## config.mk

```make
export PLATFORM = sky130hd
export DESIGN_NAME = ext_irq_top
export DESIGN_NICKNAME = d
export VERILOG_FILES = /design/src/ext_irq_pkg.sv /design/src/ext_irq_detect.sv /design/src/ext_irq_top.sv
export SDC_FILE = /design/constraint.sdc
export NUM_CORES = 1
export LEC_CHECK = 0
export BUFFER_PORTS_ARGS = -buffer_cell sky130_fd_sc_hd__buf_2
export CORE_ASPECT_RATIO = 0.6
export CORE_MARGIN = 5
export CORE_UTILIZATION = 48
export CTS_BUF_LIST = sky130_fd_sc_hd__clkbuf_4 sky130_fd_sc_hd__clkbuf_8 sky130_fd_sc_hd__clkbuf_16
export DETAILED_ROUTE_END_ITERATION = 10
export PLACE_DENSITY = 0.83
export SETUP_SLACK_MARGIN = 0.3
export SLEW_MARGIN = 20
export SYNTH_ARGS = -nofsm -noshare
export SYNTH_HDL_FRONTEND = slang
export SYNTH_SLANG_ARGS = --single-unit
```

## constraint.sdc

```tcl
create_clock -name clk -period 1.8 [get_ports clk]
set_input_delay 0.36 -clock clk [delete_from_list [all_inputs] [get_ports clk]]
set_output_delay 0.36 -clock clk [all_outputs]
set_load 0.03 [all_outputs]
```

## src/ext_irq_pkg.sv

```systemverilog
// constants, field layouts and bus carriers for the external interrupt block
// assumes a single 25 MHz clock and an Avalon-MM master with waitrequest
// Behaviour
// - bit 5 of second priority register: comparator rising edge, 1 high
// - bit 4 of second priority register: comparator falling edge, 1 high
// - bit 3 of second priority register: counter array, 1 high
// - bit 2 of second priority register: converter complete, 1 high
// - bit 1 of second priority register: converter window compare, 1 high
// - per-input polarity bit in config register: 0 active low, 1 high
// - per-input trigger bit in timer control: 1 edge, 0 level
// - config register picks monitored pin; monitoring never drives the pin
// - pending flags for inputs a and b sit at timer control bits 1, 3
// - edge mode: active edge sets pending, CPU vectoring clears it
// - level mode: pending reads 1 while input active, 0 while inactive
package ext_irq_pkg;

    localparam int          ADDR_W         = 5;
    localparam logic [4:0]  OFF_PRIO       = 5'h00;
    localparam logic [4:0]  OFF_CFG        = 5'h04;
    localparam logic [4:0]  OFF_TIMER_CONTROL_REG       = 5'h08;
    localparam logic [4:0]  OFF_STAT       = 5'h0C;
    localparam logic [4:0]  OFF_MASK       = 5'h10;

    localparam logic [7:0]  PRIO_RESET     = 8'hC0;
    localparam logic [7:0]  PRIO_UNUSED    = 8'hC0;
    localparam logic [7:0]  CFG_RESET      = 8'h00;
    localparam logic [1:0]  TRIG_RESET     = 2'h0;
    localparam logic [1:0]  STAT_RESET     = 2'h0;
    localparam logic [1:0]  MASK_RESET     = 2'h0;

    localparam int          PRIO_CMP_RISE  = 5;
    localparam int          PRIO_CMP_FALL  = 4;
    localparam int          PRIO_CNT_ARRAY = 3;
    localparam int          PRIO_CONV_DONE = 2;
    localparam int          PRIO_CONV_WIN  = 1;
    localparam int          PRIO_TWOWIRE   = 0;

    localparam int          CFG_B_POL      = 7;
    localparam int          CFG_B_SEL      = 4;
    localparam int          CFG_A_POL      = 3;
    localparam int          CFG_A_SEL      = 0;

    localparam int          TIMER_CONTROL_REG_A_TRIG    = 0;
    localparam int          TIMER_CONTROL_REG_A_PEND    = 1;
    localparam int          TIMER_CONTROL_REG_B_TRIG    = 2;
    localparam int          TIMER_CONTROL_REG_B_PEND    = 3;

    localparam int          STAT_EVT_A     = 0;
    localparam int          STAT_EVT_B     = 1;

    typedef struct packed {
        logic cmp_rise_priority;
        logic cmp_fall_priority;
        logic counter_array_priority;
        logic conv_done_priority;
        logic conv_window_priority;
        logic twowire_priority;
    } prio_bits_t;

    typedef struct packed {
        logic              read;
        logic              write;
        logic [ADDR_W-1:0] address;
        logic [31:0]       writedata;
        logic [3:0]        byteenable;
    } avm_req_t;

    typedef struct packed {
        logic [31:0] readdata;
        logic        waitrequest;
    } avm_resp_t;

endpackage : ext_irq_pkg

```

## src/ext_irq_detect.sv

```systemverilog
// one external interrupt input: polarity, edge or level detect, pending flag
// assumes pin_level is already synchronised to clk
`timescale 1ns/1ns
`default_nettype none
module ext_irq_detect
    import ext_irq_pkg::*;
(
    input  wire logic clk,
    input  wire logic rst_n,
    input  wire logic pin_level,
    input  wire logic polarity,
    input  wire logic edge_mode,
    input  wire logic vector_ack,
    input  wire logic sw_wr,
    input  wire logic sw_val,
    output logic      pending,
    output logic      set_event
);

    typedef struct packed {
        logic prev_active;
        logic pending;
        logic set_event;
    } det_state_t;

    det_state_t r;
    det_state_t r_nxt;
    logic       active;
    logic       rise;

    always_comb
    begin
        active = polarity ? pin_level : ~pin_level;
        rise   = active & ~r.prev_active;
        r_nxt  = r;
        r_nxt.prev_active = active;
        if (edge_mode)
        begin
            if (sw_wr)
                r_nxt.pending = sw_val;
            if (vector_ack)
                r_nxt.pending = 1'b0;
            if (rise)
                r_nxt.pending = 1'b1;
        end
        else
            r_nxt.pending = active;
        r_nxt.set_event = r_nxt.pending & ~r.pending;
    end

    always_ff @(posedge clk or negedge rst_n)
    begin
        if (!rst_n)
            r <= '0;
        else
            r <= r_nxt;
    end

    assign pending   = r.pending;
    assign set_event = r.set_event;

    a_level_follow: assert property (@(posedge clk) disable iff (!rst_n)
        !edge_mode |=> pending == $past(polarity ? pin_level : ~pin_level))
        else $error("level mode pending does not follow input");
    a_edge_set: assert property (@(posedge clk) disable iff (!rst_n)
        edge_mode && active && !r.prev_active |=> pending)
        else $error("active edge did not set pending");
    a_ack_clear: assert property (@(posedge clk) disable iff (!rst_n)
        edge_mode && vector_ack && !rise |=> !pending)
        else $error("vectoring did not clear pending");
    a_edge_hold: assert property (@(posedge clk) disable iff (!rst_n)
        edge_mode && pending && !vector_ack && !sw_wr |=> pending)
        else $error("edge pending dropped without clear");

endmodule : ext_irq_detect
`default_nettype wire

```

## src/ext_irq_top.sv

```systemverilog
// register file, pin selection and interrupt status for both external inputs
// assumes Avalon-MM master on clk; port pins asynchronous to clk
//
// Chosen here: the register offsets and the Avalon-MM interface to the registers.
`timescale 1ns/1ns
`default_nettype none
module ext_irq_top
    import ext_irq_pkg::*;
(
    input  wire logic       clk,
    input  wire logic       rst_b,
    input  wire avm_req_t   bus_req,
    output avm_resp_t       bus_resp,
    input  wire logic [7:0] port_pins,
    input  wire logic [1:0] vector_ack,
    output logic [1:0]      ext_irq_pending,
    output prio_bits_t      prio_levels,
    output logic            irq
);

    typedef struct packed {
        logic [7:0] pin_meta;
        logic [7:0] pin_sync;
        prio_bits_t prio;
        logic [7:0] cfg;
        logic [1:0] trig;
        logic [1:0] stat;
        logic [1:0] mask;
        logic       irq;
        logic [31:0] readdata;
        logic       waitreq;
    } top_state_t;

    logic [1:0] rst_sync_r;
    logic       rst_n;
    top_state_t r;
    top_state_t r_nxt;
    logic       wr_take;
    logic       rd_take;
    logic       req_new;
    logic [1:0] lvl;
    logic [1:0] pend;
    logic [1:0] evt;
    logic [1:0] sw_wr;
    logic [7:0] wbyte;

    function automatic logic pick_pin(input logic [7:0] pins, input logic [2:0] sel);
        pick_pin = pins[sel];
    endfunction : pick_pin

    function automatic logic [7:0] prio_byte(input prio_bits_t p);
        prio_byte = PRIO_UNUSED | {2'h0, p};
    endfunction : prio_byte

    // reset release
    always_ff @(posedge clk or negedge rst_b)
    begin
        if (!rst_b)
            rst_sync_r <= 2'h0;
        else
            rst_sync_r <= {rst_sync_r[0], 1'b1};
    end
    assign rst_n = rst_sync_r[1];

    assign wr_take = bus_req.write & ~r.waitreq;
    assign rd_take = bus_req.read & ~r.waitreq;
    assign req_new = (bus_req.read | bus_req.write) & r.waitreq;
    assign wbyte   = bus_req.writedata[7:0];

    // pins are only sampled, never driven
    assign lvl = {pick_pin(r.pin_sync, r.cfg[CFG_B_SEL +: 3]),
                  pick_pin(r.pin_sync, r.cfg[CFG_A_SEL +: 3])};

    assign sw_wr = {2{wr_take && bus_req.address == OFF_TIMER_CONTROL_REG && bus_req.byteenable[0]}};

    ext_irq_detect u_det_a (
        .clk        (clk),
        .rst_n      (rst_n),
        .pin_level  (lvl[0]),
        .polarity   (r.cfg[CFG_A_POL]),
        .edge_mode  (r.trig[0]),
        .vector_ack (vector_ack[0]),
        .sw_wr      (sw_wr[0]),
        .sw_val     (wbyte[TIMER_CONTROL_REG_A_PEND]),
        .pending    (pend[0]),
        .set_event  (evt[0])
    );

    ext_irq_detect u_det_b (
        .clk        (clk),
        .rst_n      (rst_n),
        .pin_level  (lvl[1]),
        .polarity   (r.cfg[CFG_B_POL]),
        .edge_mode  (r.trig[1]),
        .vector_ack (vector_ack[1]),
        .sw_wr      (sw_wr[1]),
        .sw_val     (wbyte[TIMER_CONTROL_REG_B_PEND]),
        .pending    (pend[1]),
        .set_event  (evt[1])
    );

    always_comb
    begin
        r_nxt          = r;
        r_nxt.pin_meta = port_pins;
        r_nxt.pin_sync = r.pin_meta;
        r_nxt.waitreq  = ~req_new;

        if (wr_take && bus_req.byteenable[0])
        begin
            case (bus_req.address)
                OFF_PRIO:
                begin
                    r_nxt.prio.cmp_rise_priority      = wbyte[PRIO_CMP_RISE];
                    r_nxt.prio.cmp_fall_priority      = wbyte[PRIO_CMP_FALL];
                    r_nxt.prio.counter_array_priority = wbyte[PRIO_CNT_ARRAY];
                    r_nxt.prio.conv_done_priority     = wbyte[PRIO_CONV_DONE];
                    r_nxt.prio.conv_window_priority   = wbyte[PRIO_CONV_WIN];
                    r_nxt.prio.twowire_priority       = wbyte[PRIO_TWOWIRE];
                end
                OFF_CFG:
                    r_nxt.cfg = wbyte;
                OFF_TIMER_CONTROL_REG:
                begin
                    r_nxt.trig[0] = wbyte[TIMER_CONTROL_REG_A_TRIG];
                    r_nxt.trig[1] = wbyte[TIMER_CONTROL_REG_B_TRIG];
                end
                OFF_STAT:
                    r_nxt.stat = r.stat & ~wbyte[1:0];
                OFF_MASK:
                    r_nxt.mask = wbyte[1:0];
                default:
                    r_nxt.stat = r.stat;
            endcase
        end
        // new events win over a clear in the same cycle
        r_nxt.stat[STAT_EVT_A] = r_nxt.stat[STAT_EVT_A] | evt[0];
        r_nxt.stat[STAT_EVT_B] = r_nxt.stat[STAT_EVT_B] | evt[1];
        r_nxt.irq = |(r_nxt.stat & r_nxt.mask);

        if (req_new && bus_req.read)
        begin
            case (bus_req.address)
                OFF_PRIO:
                    r_nxt.readdata = {24'h0, prio_byte(r.prio)};
                OFF_CFG:
                    r_nxt.readdata = {24'h0, r.cfg};
                OFF_TIMER_CONTROL_REG:
                    r_nxt.readdata = {28'h0, pend[1], r.trig[1], pend[0], r.trig[0]};
                OFF_STAT:
                    r_nxt.readdata = {30'h0, r.stat};
                OFF_MASK:
                    r_nxt.readdata = {30'h0, r.mask};
                default:
                    r_nxt.readdata = 32'h0;
            endcase
        end
    end

    always_ff @(posedge clk or negedge rst_n)
    begin
        if (!rst_n)
        begin
            r          <= '0;
            r.prio     <= prio_bits_t'(PRIO_RESET[5:0]);
            r.cfg      <= CFG_RESET;
            r.trig     <= TRIG_RESET;
            r.stat     <= STAT_RESET;
            r.mask     <= MASK_RESET;
            r.waitreq  <= 1'b1;
        end
        else
            r <= r_nxt;
    end

    assign bus_resp             = '{readdata: r.readdata, waitrequest: r.waitreq};
    assign ext_irq_pending      = pend;
    assign prio_levels          = r.prio;
    assign irq                  = r.irq;

    logic prio_wr;
    assign prio_wr = wr_take && bus_req.address == OFF_PRIO && bus_req.byteenable[0];

    a_prio_cmp_rise: assert property (@(posedge clk) disable iff (!rst_n)
        prio_wr |=> prio_levels.cmp_rise_priority == $past(bus_req.writedata[5]))
        else $error("comparator rise priority not written");
    a_prio_cmp_fall: assert property (@(posedge clk) disable iff (!rst_n)
        prio_wr |=> prio_levels.cmp_fall_priority == $past(bus_req.writedata[4]))
        else $error("comparator fall priority not written");
    a_prio_counter: assert property (@(posedge clk) disable iff (!rst_n)
        prio_wr |=> prio_levels.counter_array_priority == $past(bus_req.writedata[3]))
        else $error("counter array priority not written");
    a_prio_conv_done: assert property (@(posedge clk) disable iff (!rst_n)
        prio_wr |=> prio_levels.conv_done_priority == $past(bus_req.writedata[2]))
        else $error("converter done priority not written");
    a_prio_conv_win: assert property (@(posedge clk) disable iff (!rst_n)
        prio_wr |=> prio_levels.conv_window_priority == $past(bus_req.writedata[1]))
        else $error("converter window priority not written");
    a_prio_twowire: assert property (@(posedge clk) disable iff (!rst_n)
        prio_wr |=> prio_levels.twowire_priority == $past(bus_req.writedata[0]))
        else $error("two-wire priority not written");
    a_prio_upper_ones: assert property (@(posedge clk) disable iff (!rst_n)
        rd_take && bus_req.address == OFF_PRIO |-> bus_resp.readdata[7:6] == 2'h3)
        else $error("unused priority bits not read as ones");
    a_pin_select: assert property (@(posedge clk) disable iff (!rst_n)
        $stable(r.cfg) && r.cfg == $past(r.cfg, 2)
            |-> lvl[0] == $past(port_pins[r.cfg[2:0]], 2))
        else $error("monitored pin does not match selection");
    a_pend_bits: assert property (@(posedge clk) disable iff (!rst_n)
        rd_take && bus_req.address == OFF_TIMER_CONTROL_REG
            |-> bus_resp.readdata[3] == $past(pend[1])
                && bus_resp.readdata[1] == $past(pend[0]))
        else $error("pending flags misplaced in timer control");
    a_wait_answer: assert property (@(posedge clk) disable iff (!rst_n)
        req_new |=> !bus_resp.waitrequest ##1 bus_resp.waitrequest)
        else $error("bus answer not one cycle after request");

    c_edge_pend: cover property (@(posedge clk) disable iff (!rst_n)
        r.trig[0] && evt[0] ##[1:20] vector_ack[0]);
    c_level_pend: cover property (@(posedge clk) disable iff (!rst_n)
        !r.trig[1] && pend[1] ##[1:20] !pend[1]);
    c_irq_high: cover property (@(posedge clk) disable iff (!rst_n) irq);
    c_prio_write: cover property (@(posedge clk) disable iff (!rst_n) prio_wr);

endmodule : ext_irq_top
`default_nettype wire

```

== After elaboration in Yosys (flattened, before gate mapping) ==
Index checks and enable logic that the tools add are counted.
Word-level totals
  flip-flop bits (word level): 78
  bits in latches: 0
  RAM bits: 0
  ROM bits: 0
  output and inout bits: 42
  logic and storage cells: 75
  memories: 0
Operators by class
  $add $sub $neg: 0
  $mul: 0
  div/mod/pow operators: 0
  $lt $le $gt $ge: 2
  eq/ne operators: 4
  shift operators: 0
  multiplexer cells: 18
  bitwise logic cells: 20
  reduce and logical (&&, ||, !) cells: 9
Operator list (count)
  case mux 8 bit (5 select lines): 1
  two-way mux 1 bit: 12
  == test 5 x 4 -> 1 bit, second input constant: 2
  < comparator 3 x 4 -> 1 bit, second input constant: 2
  inverter 1 bit: 8
  bitwise AND 1 bit: 6
  binary-select mux 1 bit (select 3 bit): 2
  AND reduction 2 bit: 3
  == test 5 x 3 -> 1 bit, second input constant: 1
  == test 5 bit, second input constant: 1
  logical NOT 5 bit: 1
  bitwise AND 2 bit: 2
  logical AND 1 bit: 4
  two-way mux 2 bit: 2
  two-way mux 4 bit: 1
  OR 1 bit: 3
  inverter 2 bit: 1
  OR reduction 2 bit: 1

== Longest topological paths before layout ==
Gate-level depths: netlist of the first run.
  depth in word-level cells: 9
  depth in mapped cells: 5
  depth with buffers taken out: 4

== Cells and area by module ==
From an unflattened synthesis of the first run, not the netlist that was laid out.
Second synthesis, totals
  cells, all modules: 199
  area, all modules: 2560.0 sq um
Modules (own cells, without submodules)
  ext_irq_top: times used 1, cells an instance 175, area each 2272.2 sq um, sequential area each 1202.4 sq um
  ext_irq_detect: times used 2, cells an instance 12, area each 143.9 sq um, sequential area each 75.1 sq um

== Worst setup path after synthesis of the first run ==
No wires, ideal clock.
  path type: input-to-reg
  from: in bus_req[40] in the netlist's numbering
  to: reg r[40] in the netlist's numbering
  setup time: 0.125 ns
  arrival time: 1.602 ns
  data required time: 1.675 ns
  slack: 0.073 ns
  stages on the path: 5
  buffers on the path: 1
  cells stage by stage: or3_4 nor3b_2 and2_1 buf_6 mux2_2
Between the ends
  word-level cells in the longest chain between the ends: 2
RTL lines
  start, declared: line ext_irq_top.sv:12  | input wire avm_req_t bus_req,
  == test 5 x 3 -> 1 bit: line ext_irq_top.sv:111  | case (bus_req.address)
  AND reduction 2 bit (no source line)
  end signal, assigned: line ext_irq_top.sv:173  | r <= r_nxt;
  end, declared: line ext_irq_top.sv:36  | top_state_t r;
No other way between the ends.
A chain may end at the register's enable or synchronous reset.

== Worst setup path in the final report of the first run ==
  from: reg r (netlist bit bus_resp[0])
  to: reg r (netlist bit prio_levels[0])
Between the ends
  word-level cells in the longest chain between the ends: 4
RTL lines
  inverter 1 bit
  bitwise AND 1 bit: line ext_irq_top.sv:65  | assign wr_take = bus_req.write & ~r.waitreq;
  logical AND 1 bit: line ext_irq_top.sv:109  | if (wr_take && bus_req.byteenable[0])
  AND reduction 2 bit (no source line)
No other way between the ends.

==> flow_summary.ini, run 1 <==
[cells_and_area]
drive_gt1_share_pct = 47.5
antenna_cells = 0
register_area_mm2 = 0.00136
area_delta_synth_final_pct = 16.4
nNetsFinal = 296
multi_input_area_um2 = 981
final_cells = 308
final.fill_count = 426

[power_and_ir_drop]
pwr-share-seq_pct = 54.5
p_sw_mw = 0.772
p_comb_share_pct = 18.4
p_leak_nw = 1.42
p_sw_share_pct = 30.1
vdd_ir_drop_max_mv = 0.457
power_frac_clock_pct = 27.1
power.internal_mw = 1.79
p_total_mw = 2.56
pwr_density_cell_mw_per_mm2 = 879

[die]
dieArea_mm2 = 0.00681
fp-row-count = 20
die_x_um = 103
ioPinCount = 97
start_util_pct = 49.5
fp.dieH_um = 65.9
coreArea_mm2 = 0.00505

[sta]
final-hold-violation-count = 0
setup_violations = 0
max_freq_mhz = 625
finalCritPeriodShare_pct = 88.8
rsz0062_at_grt = true
setup_tns_ps = 0
fin_ws_ps = 201
finClkSkew_ps = 5.36
drv_slew = 0
period_needed_ps = 1600

[synthesis]
syn-cell-area_mm2 = 0.00250
synthXorXnorAreaFrac_pct = 0.700
ys_seq_elements = 54
synthMuxAreaShare_pct = 16.5
yosysMostFrequentCell = dfrtp_1
async_flop_share_pct = 100
ys_types = 37
synth_area_leader_cell = dfrtp_1
synth-simple-area-share_pct = 8.05
synth_fa_ha_area_share_pct = 0
yosysWarningCount = 0
syn_avg_cell_area_um2 = 12.9
ys_seq_area_share_pct = 54.0
synth_edf_count = 0
synth_cells = 194
yosys.area.top_type_share_pct = 53.0
synthFlopType = dfrtp_1
synth_common_cells = dfrtp_1 (53), buf_4 (41), mux2_2 (18)
synth_compound_area_share_pct = 6.50
synth_top_family_by_area = multiplexers
yosys-top-cells-area = dfrtp_1 (53%), buf_4 (12%), mux2_2 (8.1%), mux4_1 (4.2%), mux2i_1 (2.4%)

[grt]
overflow = 0
antenna_found_initial = 0
track_usage_pct = 14.1
grt_max_degree = 34
grt_pass1_wl_um = 7220
first_global_vias = 1473

[critical_path]
max_stage_delay_ps = 540
crit_required_ps = 2000
worst_setup_path_start_kind = flop
worstPathCellList = and3b_2 > buf_4 > nand2_2 > mux2_2
worst-path-max-fanout = 6
worstPathArrival_ps = 1800
crit_slowest_cell = dfstp_2
critical_path_class = flop to flop
crit_buf_inv = 1
crit_family = flip-flops
endpoint_kind = flop

[routing]
drt_wl_total_um = 4760
vias_per_cell = 4.99
wire_per_inst_um = 15.4
first_pass_iters = 4
initialDrtViolationCount = 62
drc_errors = 0
antenna_violating_nets_post_route = 0
num_vias = 1536

[clocking]
clockBufferDepth = 2
tritoncts = built
cts-root-buf = clkbuf_8
cts.clk_slew.worst_paths_ps = 100
h-tree-depth = 2
cts.sinks = 54
cts_buffers = 5
clock_latency_ps = 310

[placement]
hpwl_um = 3640
dp.cells = 294
place_ws_ps = -58.9
numPortBuffers = 45
gp_congestion = 0.808

[worst_hold_path]
min_path_type = primary input to flop

[job]
drv_cap = 0

[status]
status = complete, no violations
-- layer usage --
metal | track usage [%] | wire length (um)
met4 | 3.55 | 32
met1 | 20.9 | 2270
met2 | 20.0 | 2050
met5 | 0 | 0
met3 | 4.53 | 399
-- stage by stage --
step,cell area (um^2),util (%),hold WS (ps)
4_1_cts,2850,56.3,139
6_report,2920,57.7,145
3_5_place_dp,2700,53.5,151
2_1_floorplan,2640,-,64.4
3_3_place_gp,2700,53.5,146
5_1_grt,2920,57.7,134
-- power by group through the flow --
stage,sequential [mW],combinational [mW],clock (mW)
after CTS,1.40,0.450,0.709
after global routing,1.41,0.512,0.747
after floorplan,1.41,0.384,0
after detailed placement,1.42,0.434,0
final,1.40,0.472,0.694
after global placement,1.42,0.426,0
-- layout by cell type (no fill, tap or decap), types with 3 or more instances in the layout --
master	instances
dfrtp_1	50
buf_2	44
conb_1	25
buf_4	12
mux2_4	10
o21ai_0	9
mux2_2	8
nand2_1	8
mux4_2	6
mux2i_1	5
clkbuf_8	5
inv_1	4
buf_6	4
nand2b_1	3
a22oi_1	3
clkinv_4	3
dfrtp_2	3
-- final timing paths --
check	from	to	slack, ps	depth (start not counted)
worst max-delay path	bus_resp[0]	prio_levels[0]	200	4
worst min-delay path	port_pins[2]	r[64]	150	1
worst max register to register	bus_resp[0]	prio_levels[0]	200	4
worst min register to register	rst_sync_r[1]	bus_resp[1]	230	0
max in group asynchronous	rst_sync_r[1]	r[40]	1030	1
min in group asynchronous	rst_sync_r[1]	bus_resp[1]	230	0
-- sequential cells by signal, indices dropped and copies added (netlist names) --
register / count
bus_resp: 9
u_det_b.set_event: 1
u_det_a.r: 1
u_det_b.r: 1
rst_sync_r: 2
u_det_b.pending: 1
r: 30
prio_levels: 6
u_det_a.pending: 1
u_det_a.set_event: 1
irq: 1
-- final cells by class --
type / instances / area share, %
flip-flops and latches: 54 / 46.5
well taps: 66 / 2.83
clock buffers: 5 / 2.36
inverters: 4 / 0.515
repair buffers: 62 / 13.2
clock inverters: 3 / 0.901
multi-input cells: 114 / 33.6
-- cells by family after synthesis --
kind of cell / count (synthesis)
compound gates: 24
flops: 54
simple gates: 33
xor+xnor: 2
mux: 30
buf+inv: 49
other cells: 2
-- repair_timing --
item / CTS / global route
hold buffers: 1 / 0
hold endpoints to repair: 2 / 0
resized for setup: 7 / 11
buffers inserted: 3 / 2
endpoints found under the setup margin: 23 / 20
pin swaps: 5 / 4
(Power assumes the default switching activity.)
==> run 2: changes to the inputs <==
--- a/config.mk
+++ b/config.mk
@@ -9,7 +9,7 @@
 export CORE_ASPECT_RATIO = 0.6
 export CORE_MARGIN = 5
 export CORE_UTILIZATION = 48
-export CTS_BUF_LIST = sky130_fd_sc_hd__clkbuf_4 sky130_fd_sc_hd__clkbuf_8 sky130_fd_sc_hd__clkbuf_16
+export CTS_BUF_LIST = sky130_fd_sc_hd__clkbuf_16
 export DETAILED_ROUTE_END_ITERATION = 10
 export PLACE_DENSITY = 0.83
 export SETUP_SLACK_MARGIN = 0.3
==> flow_summary.ini, run 2 (same netlist as run 1, synthesis figures left out) <==
[power_and_ir_drop]
pwr_density_cell_mw_per_mm2 = 938
power_frac_clock_pct = 33.7
p_leak_nw = 1.48
vdd_ir_drop_max_mv = 0.522
p_comb_share_pct = 17.2
pwr-share-seq_pct = 49.1
p_sw_share_pct = 28.4
power.internal_mw = 2.04
p_sw_mw = 0.809

[placement]
gp_congestion = 0.808
numPortBuffers = 45
hpwl_um = 3640
placed_area_mm2 = 0.00270

[routing]
num_vias = 1542
initialDrtViolationCount = 57
wire_per_inst_um = 16.4
drc_errors = 0
drt_wl_total_um = 5080
first_pass_iters = 4
antenna_violating_nets_post_route = 0
vias_per_cell = 4.97

[sta]
max_freq_mhz = 620
finalCritPeriodShare_pct = 89.7
setup_violations = 0
finClkSkew_ps = 3.97
final-hold-violation-count = 0
setup_tns_ps = 0
period_needed_ps = 1610
rsz0062_at_grt = true
drv_slew = 0
holdWs_ps = 168

[cells_and_area]
finalInstanceArea_mm2 = 0.00304
final.fill_count = 401
area_delta_synth_final_pct = 21.3
nNetsFinal = 298
largest_register_ffs = 30
drive_gt1_share_pct = 48.0
final_common_cell = dfrtp_1
mostFrequentLayoutCells = dfrtp_1 (50), buf_2 (42), conb_1 (25)
top_register = r
antenna_cells = 0

[critical_path]
max_stage_delay_ps = 530
worst_setup_path_start_kind = flop
worstPathArrival_ps = 1810
endpoint_kind = flop
worstPathCellList = mux4_2 > mux2i_1 > xnor2_1 > o32ai_1
crit_buf_inv = 0
crit_slowest_cell = mux4_2
crit_family = multiplexers
worst-path-max-fanout = 3
critical_path_class = flop to flop
crit_required_ps = 1990

[status]
status = complete, no violations

[clocking]
clock_latency_ps = 290
cts_buffers = 5
cts-root-buf = clkbuf_16
cts.clk_slew.worst_paths_ps = 70
h-tree-depth = 2
tritoncts = built
clockBufferDepth = 2
cts.sinks = 54

[grt]
overflow = 0
grt_pass1_wl_um = 7560
track_usage_pct = 15.1
antenna_found_initial = 0
first_global_vias = 1504
grt_max_degree = 34

[die]
fp-row-count = 20
fp.dieH_um = 65.9
die_x_um = 103
dieArea_mm2 = 0.00681
start_util_pct = 49.5
ioPinCount = 97
coreArea_mm2 = 0.00505

[job]
drv_cap = 0

[worst_hold_path]
min_path_type = primary input to flop
run 2: changes by cell type in the layout (fill, tap and decap cells not counted), moves of 2 or more:
cell | previous run | this run
clkbuf_16 | 0 | 5
clkbuf_8 | 5 | 0
mux2_2 | 8 | 5
mux2_4 | 10 | 13
buf_2 | 44 | 42
buf_6 | 4 | 6
run 2: metal layers:
metal	routed length, um	GRT usage, %	up-vias	share of wire, %
met5	0	0	-	0
met1	2430	21.5	772	48
met4	45	3.39	0	0.89
met2	2220	21.4	45	44
met3	383	6.43	5	7.5
li1	-	-	720	-
run 2: repair_timing:
| action | in CTS | in global routing |
|---|---|---|
| pin swaps | 7 | 5 |
| setup buffers | 5 | 2 |
| endpoints found under the setup margin | 18 | 26 |
| resized for setup | 7 | 22 |
| hold buffers | 1 | 0 |
| hold endpoints to repair | 2 | 0 |
run 2: area by class of cell:
| type | instances | area, um^2 | share of cell area, % |
|---|---|---|---|
| clock buffers | 5 | 125 | 4.12 |
| inverters | 4 | 15.0 | 0.494 |
| repair buffers | 64 | 420 | 13.8 |
| multi-input cells | 114 | 1010 | 33.3 |
| flip-flops and latches | 54 | 1360 | 44.6 |
| well taps | 66 | 82.6 | 2.72 |
| clock inverters | 3 | 26.3 | 0.865 |
run 2: worst paths after layout:
path                               start           endpoint  slack (ps)  cells after the start
min reg2reg                rst_sync_r[1]        bus_resp[1]         230                      0
max in group asynchronous  rst_sync_r[1]              r[40]        1030                      1
min in group asynchronous  rst_sync_r[1]        bus_resp[1]         230                      0
max reg2reg                        r[40]  u_det_a.set_event         190                      4
min                         port_pins[2]              r[64]         170                      1
max                                r[40]  u_det_a.set_event         190                      4
run 2: per-stage QoR:
stage / setup slack, ps / power (mW) / cells / util (%)
floorplan: 105 / 1.79 / 217 / -
global placement: -44.3 / 1.84 / 294 / 53.5
detailed placement: -58.9 / 1.86 / 294 / 53.5
CTS: 175 / 2.84 / 308 / 57.8
global route: 96.6 / 2.97 / 310 / 60.1
finish: 186 / 2.85 / 310 / 60.1
run 2: power by group through the flow:
stage          Combinational (mW)  Sequential [mW]  Clock (mW)
3_3_place_gp                0.426             1.42           0
5_1_grt                     0.527             1.41        1.03
2_1_floorplan               0.384             1.41           0
6_report                    0.489             1.40       0.962
3_5_place_dp                0.434             1.42           0
4_1_cts                     0.454             1.40       0.988
